<file path="src/design/scip_map.svh">
/*
 * Register map of the smart card interrupt pending block: offsets, field
 * positions, reset values and the unmapped read value.
 * Assumes a 32-bit Avalon-MM slave with word addressing in bytes.
 */
`ifndef SCIP_MAP_SVH
`define SCIP_MAP_SVH

`define SCIP_ADDR_W          4
`define SCIP_OFS_PENDING     4'h0
`define SCIP_OFS_ENABLE      4'h4
`define SCIP_OFS_IRQ_STATUS  4'h8
`define SCIP_OFS_IRQ_MASK    4'hC

`define SCIP_BIT_TXBE        7
`define SCIP_BIT_UNUSED      6
`define SCIP_BIT_OVERCUR     5
`define SCIP_BIT_VOLT        4
`define SCIP_BIT_WAIT        3
`define SCIP_BIT_SENT        2
`define SCIP_BIT_RECV        1
`define SCIP_BIT_PARITY      0

`define SCIP_FLAG_MASK       8'hBF
`define SCIP_RST_PENDING     8'h00
`define SCIP_RST_ENABLE      8'h00
`define SCIP_RST_IRQ         8'h00
`define SCIP_UNMAPPED_DATA   32'h0000_0000

`endif

</file>
<file path="src/design/scip_pkg.sv">
/*
 * Types shared by the smart card interrupt pending block.
 * Assumes scip_map.svh gives the numbers.
 */
package scip_pkg;
  typedef enum logic [2:0] {
    SCIP_IDLE = 3'b001,
    SCIP_ACK  = 3'b010,
    SCIP_DONE = 3'b100
  } scip_bus_state_type;

  typedef logic [7:0] scip_flags_type;
endpackage

</file>
<file path="src/design/scip_regs_if.sv">
/*
 * Interface carrying decoded register accesses from the bus slave to the
 * flag register bank.
 * Assumes one clock domain; strobes are single-cycle pulses.
 */
`timescale 1ns/10ps
`default_nettype none
interface scip_regs_if;
  import scip_pkg::*;
  logic           rd_pending;
  logic           wr_enable;
  logic           wr_irq_status;
  logic           wr_irq_mask;
  scip_flags_type wdata;
  scip_flags_type pending;
  scip_flags_type enable;
  scip_flags_type irq_status;
  scip_flags_type irq_mask;

  modport bus  (output rd_pending, wr_enable, wr_irq_status, wr_irq_mask, wdata,
                input  pending, enable, irq_status, irq_mask);
  modport bank (input  rd_pending, wr_enable, wr_irq_status, wr_irq_mask, wdata,
                output pending, enable, irq_status, irq_mask);
endinterface
`default_nettype wire

</file>
<file path="src/design/scip_flag_bank.sv">
/*
 * Pending flags, enable register, interrupt status and mask.
 * Assumes event inputs are synchronous single-cycle or level strobes.
 */
`timescale 1ns/10ps
`default_nettype none
`include "scip_map.svh"
module scip_flag_bank
  import scip_pkg::*;
(
  input  wire logic     clk,
  input  wire logic     arst_n,
  input  wire logic [7:0] events,
  scip_regs_if.bank     regs
);
  scip_flags_type pending;
  scip_flags_type enable;
  scip_flags_type irq_status;
  scip_flags_type irq_mask;
  scip_flags_type next_pending;
  scip_flags_type next_enable;
  scip_flags_type next_irq_status;
  scip_flags_type next_irq_mask;
  scip_flags_type gated;

  always_comb begin
    gated = events & enable & `SCIP_FLAG_MASK;
    next_pending = pending;
    if (regs.rd_pending) begin
      next_pending = `SCIP_RST_PENDING;
    end
    next_pending = next_pending | gated;                   // set beats the clearing read
    next_enable = enable;
    if (regs.wr_enable) begin
      next_enable = regs.wdata & `SCIP_FLAG_MASK;
    end
    next_irq_status = irq_status;
    if (regs.wr_irq_status) begin
      next_irq_status = irq_status & ~regs.wdata;
    end
    next_irq_status = (next_irq_status | gated) & `SCIP_FLAG_MASK;
    next_irq_mask = irq_mask;
    if (regs.wr_irq_mask) begin
      next_irq_mask = regs.wdata & `SCIP_FLAG_MASK;
    end
  end

  always_ff @(posedge clk or negedge arst_n) begin
    if (!arst_n) begin
      pending    <= `SCIP_RST_PENDING;
      enable     <= `SCIP_RST_ENABLE;
      irq_status <= `SCIP_RST_IRQ;
      irq_mask   <= `SCIP_RST_IRQ;
    end else begin
      pending    <= next_pending;
      enable     <= next_enable;
      irq_status <= next_irq_status;
      irq_mask   <= next_irq_mask;
    end
  end

  assign regs.pending    = pending;
  assign regs.enable     = enable;
  assign regs.irq_status = irq_status;
  assign regs.irq_mask   = irq_mask;
endmodule
`default_nettype wire

</file>
<file path="src/design/scip_top.sv">
/*
 * Smart card interrupt pending block with an Avalon-MM register slave.
 * Assumes a master that holds its request until waitrequest is low.
 */
// The register offsets and the Avalon-MM slave port were chosen for this implementation.
`timescale 1ns/10ps
`default_nettype none
`include "scip_map.svh"
module scip_top
  import scip_pkg::*;
(
  input  wire logic                    clk,
  input  wire logic                    arst_n,
  input  wire logic [`SCIP_ADDR_W-1:0] avs_address,
  input  wire logic                    avs_read,
  input  wire logic                    avs_write,
  input  wire logic [31:0]             avs_writedata,
  input  wire logic [3:0]              avs_byteenable,
  output var  logic [31:0]             avs_readdata,
  output var  logic                    avs_waitrequest,
  output var  logic                    irq,
  input  wire logic                    tx_buffer_empty,
  input  wire logic                    card_overcurrent,
  input  wire logic                    card_voltage_fault,
  input  wire logic                    wait_underflow,
  input  wire logic                    char_sent,
  input  wire logic                    char_received,
  input  wire logic                    parity_fault
);
  scip_regs_if regs ();

  scip_bus_state_type state;
  scip_bus_state_type next_state;
  logic [31:0]        next_readdata;
  logic               next_waitrequest;
  logic               next_irq;
  logic [7:0]         events;
  logic               lane0;

  function automatic logic hit(input logic [`SCIP_ADDR_W-1:0] a, input logic [`SCIP_ADDR_W-1:0] ofs);
    hit = (a == ofs);
  endfunction

  always_comb begin
    events = 8'h00;
    events[`SCIP_BIT_TXBE]    = tx_buffer_empty;
    events[`SCIP_BIT_OVERCUR] = card_overcurrent;
    events[`SCIP_BIT_VOLT]    = card_voltage_fault;
    events[`SCIP_BIT_WAIT]    = wait_underflow;
    events[`SCIP_BIT_SENT]    = char_sent;
    events[`SCIP_BIT_RECV]    = char_received;
    events[`SCIP_BIT_PARITY]  = parity_fault;
  end

  scip_flag_bank u_bank (
    .clk    (clk),
    .arst_n (arst_n),
    .events (events),
    .regs   (regs)
  );

  // clear shares the snapshot edge, so no event slips in between snapshot and clear
  // writes land in ACK and need byteenable[0]; each strobe fires once per request if the request drops before the FSM is back in IDLE
  assign lane0                  = avs_byteenable[0];
  assign regs.rd_pending        = (state == SCIP_IDLE) && avs_read && hit(avs_address, `SCIP_OFS_PENDING);
  assign regs.wr_enable         = (state == SCIP_ACK) && avs_write && lane0 && hit(avs_address, `SCIP_OFS_ENABLE);
  assign regs.wr_irq_status     = (state == SCIP_ACK) && avs_write && lane0 && hit(avs_address, `SCIP_OFS_IRQ_STATUS);
  assign regs.wr_irq_mask       = (state == SCIP_ACK) && avs_write && lane0 && hit(avs_address, `SCIP_OFS_IRQ_MASK);
  assign regs.wdata             = avs_writedata[7:0];

  always_comb begin
    next_state       = state;
    next_readdata    = avs_readdata;
    next_waitrequest = 1'b1;
    case (state)
      SCIP_IDLE: begin
        if (avs_read || avs_write) begin
          next_state       = SCIP_ACK;
          next_waitrequest = 1'b0;
          next_readdata    = `SCIP_UNMAPPED_DATA;
          if (avs_read) begin
            if (hit(avs_address, `SCIP_OFS_PENDING)) begin
              next_readdata = {24'h000000, regs.pending};   // bit 6 stays 0
            end else if (hit(avs_address, `SCIP_OFS_ENABLE)) begin
              next_readdata = {24'h000000, regs.enable};
            end else if (hit(avs_address, `SCIP_OFS_IRQ_STATUS)) begin
              next_readdata = {24'h000000, regs.irq_status};
            end else if (hit(avs_address, `SCIP_OFS_IRQ_MASK)) begin
              next_readdata = {24'h000000, regs.irq_mask};
            end
          end
        end
      end
      SCIP_ACK: begin
        next_state = SCIP_DONE;
      end
      SCIP_DONE: begin
        next_state = SCIP_IDLE;
      end
      default: begin
        next_state = SCIP_IDLE;
      end
    endcase
    next_irq = |(regs.irq_status & regs.irq_mask);
  end

  always_ff @(posedge clk or negedge arst_n) begin
    if (!arst_n) begin
      state           <= SCIP_IDLE;
      avs_readdata    <= 32'h0000_0000;
      avs_waitrequest <= 1'b1;
      irq             <= 1'b0;
    end else begin
      state           <= next_state;
      avs_readdata    <= next_readdata;
      avs_waitrequest <= next_waitrequest;
      irq             <= next_irq;
    end
  end
endmodule
`default_nettype wire

</file>
<file path="config.mk">
export PLATFORM = sky130hd
export DESIGN_NAME = scip_top
export DESIGN_NICKNAME = d
export VERILOG_FILES = /design/src/design/scip_pkg.sv /design/src/design/scip_regs_if.sv /design/src/design/scip_flag_bank.sv /design/src/design/scip_top.sv
export VERILOG_INCLUDE_DIRS = /design/src /design/src/design
export SDC_FILE = /design/constraint.sdc
export NUM_CORES = 1
export LEC_CHECK = 0
export BUFFER_PORTS_ARGS = -buffer_cell sky130_fd_sc_hd__buf_2
export CAP_MARGIN = 10
export CORE_AREA = 2 2 81 83
export CTS_CLUSTER_SIZE = 14
export DETAILED_ROUTE_END_ITERATION = 8
export DIE_AREA = 0 0 83 85
export GPL_TIMING_DRIVEN = 0
export MAX_ROUTING_LAYER = met4
export PLACE_DENSITY = 0.68
export SYNTH_ARGS = -nofsm -noshare
export SYNTH_HDL_FRONTEND = slang
export SYNTH_SLANG_ARGS = --single-unit
</file>
<file path="constraint.sdc">
create_clock -name clk -period 3.9 [get_ports clk]
set_input_delay 0 -clock clk [delete_from_list [all_inputs] [get_ports clk]]
set_output_delay 0 -clock clk [all_outputs]
set_load 0.01 [all_outputs]
</file>
==> impl_results.md <==
- Status: finished clean
- Post-cts resize count: 0
- Syn Area/Cell: between 10 and 15 sq um
- FF+latch area: 1000 sq um
- Clk_skew: 0.0117 ns
- XOR/XNOR Fraction of Synth Area: 0%
- CP top delay family: simple AND/OR/NAND/NOR gates
- # DRC: 0
- Total CTS buffers: 5
- WHS Path Cells: 2
- Crit Path Class: reg -> reg
- Syn Inst Count: 147
- Warnings from Yosys: 0
- Final Hold Viols: 0
- Fin nets: 274
- CP max-delay cell: dfrtp_1
- Overall power consumption: 1.28 mW
- Pleak: approximately 1.3 nW
- Core Region: 6200 sq um
- Post-synthesis cell type count: 28
- Worst-margin pin slew: 0.875 ns
- Crit-path max cell delay: ~0.41 ns
- Number of buffers added on ports: 30
- Total grt overflow: 0
- Compound-cell area share of the yosys netlist: between 10% and 20%
- Most frequent cells in the layout: dfrtp_1 (38), buf_2 (33), buf_4 (26)
- Setup Fix Bufs, Post-CTS: 0
- RSZ-0062 raised after global routing: false
- Yosys reg bits: 40
- Total routing usage reported by global routing: roughly an eighth
- Commonest non-fill, non-tap cell in the layout: dfrtp_1
- Post-route ant nets: 0
- Clock Latency Late Sink: 0.29 ns
- Post-synthesis adder-cell area fraction: 0%
- H-tree levels: 2
- Final setup TNS: 0 ns
- FF-to-FF path depth: 3
- Largest family of logic cells by synthesized area: multiplexers
- CTS Sinks: 40
- Fin. max-slew vios: 0
- Slew HR: 41.7%
- # diodes: 0
- Fmax: 607 MHz
- Wirelength per Cell: 13.9 microns
- Multi-input gate area: 823 sq um
- Post-synthesis mux area share: 15.4%
- Area Growth Syn to Fin: 30.3%
- Clock Power Share: 25.8%
- Period utilization: 42.2%
- DRT Pass-1 Iters: 4
- CP arrival: 1.81 ns
- DIE HEIGHT: 85 microns
- Number of global-route vias before repair: 1,407
- Max FO, Critical Path: 7
- Fin crit period: approximately 1.6 ns
- Via density per instance: 4.66
- Register area share after synthesis: 51.1%
- Crit end category: flip-flop
- Die X: 83 microns
- Power Density: around 500 nW/um^2
- # rows: 29
- Layout cell share with drive strength beyond 1: between 40% and 50%
- CTS tree: yes
- Comb pwr share: 24.5%
- First-pass GRT wire length: 6.87 mm
- HPWL after DPL: 2.98 mm
- # IOs: 85
- Yosys top cell by area: dfrtp_1
- Largest net degree at the start of global routing: a little over 40
- DR vias: 1,404
- Clock transition at path regs: 0.08 ns
- Int Pwr: 0.915 mW
- Max cap viols: 0
- Initial antenna violation count: 0
- Total wire length: 4.19 mm
- Clock buffer depth: 2
- Area contributors post-synth: dfrtp_1 (48%), buf_4 (9.9%), a22o_1 (9.4%)
- Switch Pwr: 0.366 mW
- GPL Wtd Cong: 0.857
- Levels on crit path: 3
- CP bufs+invs: 0
- Die ar.: 7060 sq um
- Critical path, cell by cell: nor3b_1, nand4b_2, mux2_2
- Root buffer cell: clkbuf_8
- Post-synthesis simple-gate area fraction: 10.3%
- Starting density of the core: 31.6%
- Yosys top cell area share: between 40% and 50%
- Startpoint types: flip-flop
- Hold_buf cts: 15
- Critical Path RT: 4.07 ns
- Hold Crit Class: in -> reg
- Max VDD drop: 273 uV
- Final setup viols: 0
- Mapped Area: 1960 sq um
- Layout filler cell count: between 600 and 700
- Switching Share: 28.6%
- Drt initial violations: 90
- Seq pwr share: 49.6%
==> state kept, by name (all words and copies together), names as in the netlist <==
| register | cells |
|---|---|
| u_bank.regs.enable | 7 |
| avs_waitrequest | 1 |
| state | 3 |
| avs_readdata | 7 |
| u_bank.regs.irq_status | 7 |
| irq | 1 |
| u_bank.regs.pending | 7 |
| u_bank.regs.irq_mask | 7 |
==> final cells by class <==
cell class	count	area share [%]
Clock inverter	2	1.37
Inverter	2	0.294
Multi-Input combinational cell	98	32.2
Clock buffer	6	2.84
Timing Repair Buffer	45	11.7
Buffer	31	8.52
Sequential cell	40	39.3
Tap cell	77	3.77
==> final timing paths <==
check / startpoint / endpoint / slack [ns]
min reg2reg: u_bank.regs.pending[0]$_DFF_PN0_ / u_bank.regs.pending[0]$_DFF_PN0_ / 0.50
max reg2reg: state[2]$_DFFE_PN0P_ / u_bank.regs.enable[0]$_DFFE_PN0P_ / 2.25
min: avs_write / avs_waitrequest$_DFF_PN1_ / 0.15
min in group asynchronous: arst_n / u_bank.regs.pending[5]$_DFF_PN0_ / 0.35
max: state[2]$_DFFE_PN0P_ / u_bank.regs.enable[0]$_DFFE_PN0P_ / 2.25
max in group asynchronous: arst_n / u_bank.regs.enable[2]$_DFFE_PN0P_ / 2.99
==> worst reg2reg max path: stages, from the launching register on <==
cell      delay (ns)
dfrtp_1         0.41
nor3b_1         0.38
nand4b_2        0.36
mux2_2          0.38
==> cell usage after synthesis <==
library cell / instances
dfrtp_1: 38
buf_4: 26
a22o_1: 21
mux2_2: 14
nand4b_1: 7
mux4_2: 6
or3_1: 6
buf_2: 3
a22oi_1: 2
clkbuf_1: 2
dfstp_2: 2
inv_1: 2
nor2_1: 2
nor3b_1: 2
a221oi_1: 1
a222oi_1: 1
and4_1: 1
and4bb_1: 1
conb_1: 1
mux2i_1: 1
nand3_1: 1
nand3_2: 1
nand4_1: 1
nand4b_2: 1
nor2b_1: 1
nor4_1: 1
nor4bb_1: 1
o211ai_1: 1
==> cell families after synthesis <==
kind of cell | Yosys count
compound gates | 26
buf+inv | 33
flops | 40
mux | 21
other cells | 1
simple gates | 26
==> metal layers <==
| metal | global-route usage, % | share of wire (%) | wire length, microns | vias to the layer above |
|---|---|---|---|---|
| met3 | 3.50 | 5.8 | 244 | 2 |
| met2 | 20.3 | 49 | 2050 | 46 |
| met4 | 3.13 | 0.24 | 10 | 0 |
| li1 | - | - | - | 663 |
| met1 | 16.0 | 45 | 1890 | 693 |
| met5 | - | 0 | 0 | - |
==> stage by stage <==
stage / area, sq um / hold slack (ns) / std cells / utilization (%) / setup WS [ns]
floorplan: 2050 / -0.296 / 171 / - / 2.51
global placement: 2300 / 0.170 / 278 / 37.0 / 2.30
detailed placement: 2300 / 0.169 / 278 / 37.0 / 2.27
CTS: 2560 / 0.161 / 301 / 41.2 / 2.25
global route: 2560 / 0.222 / 301 / 41.2 / 2.16
finish: 2560 / 0.147 / 301 / 41.2 / 2.25
==> power groups by stage <==
| stage | registers, mW | clock network (mW) | logic (mW) |
|---|---|---|---|
| 2_1_floorplan | 0.627 | 0 | 0.209 |
| 3_3_place_gp | 0.637 | 0 | 0.296 |
| 3_5_place_dp | 0.640 | 0 | 0.305 |
| 4_1_cts | 0.633 | 0.336 | 0.317 |
| 5_1_grt | 0.652 | 0.357 | 0.348 |
| 6_report | 0.635 | 0.331 | 0.314 |
Power figures use the tool's default switching activity.
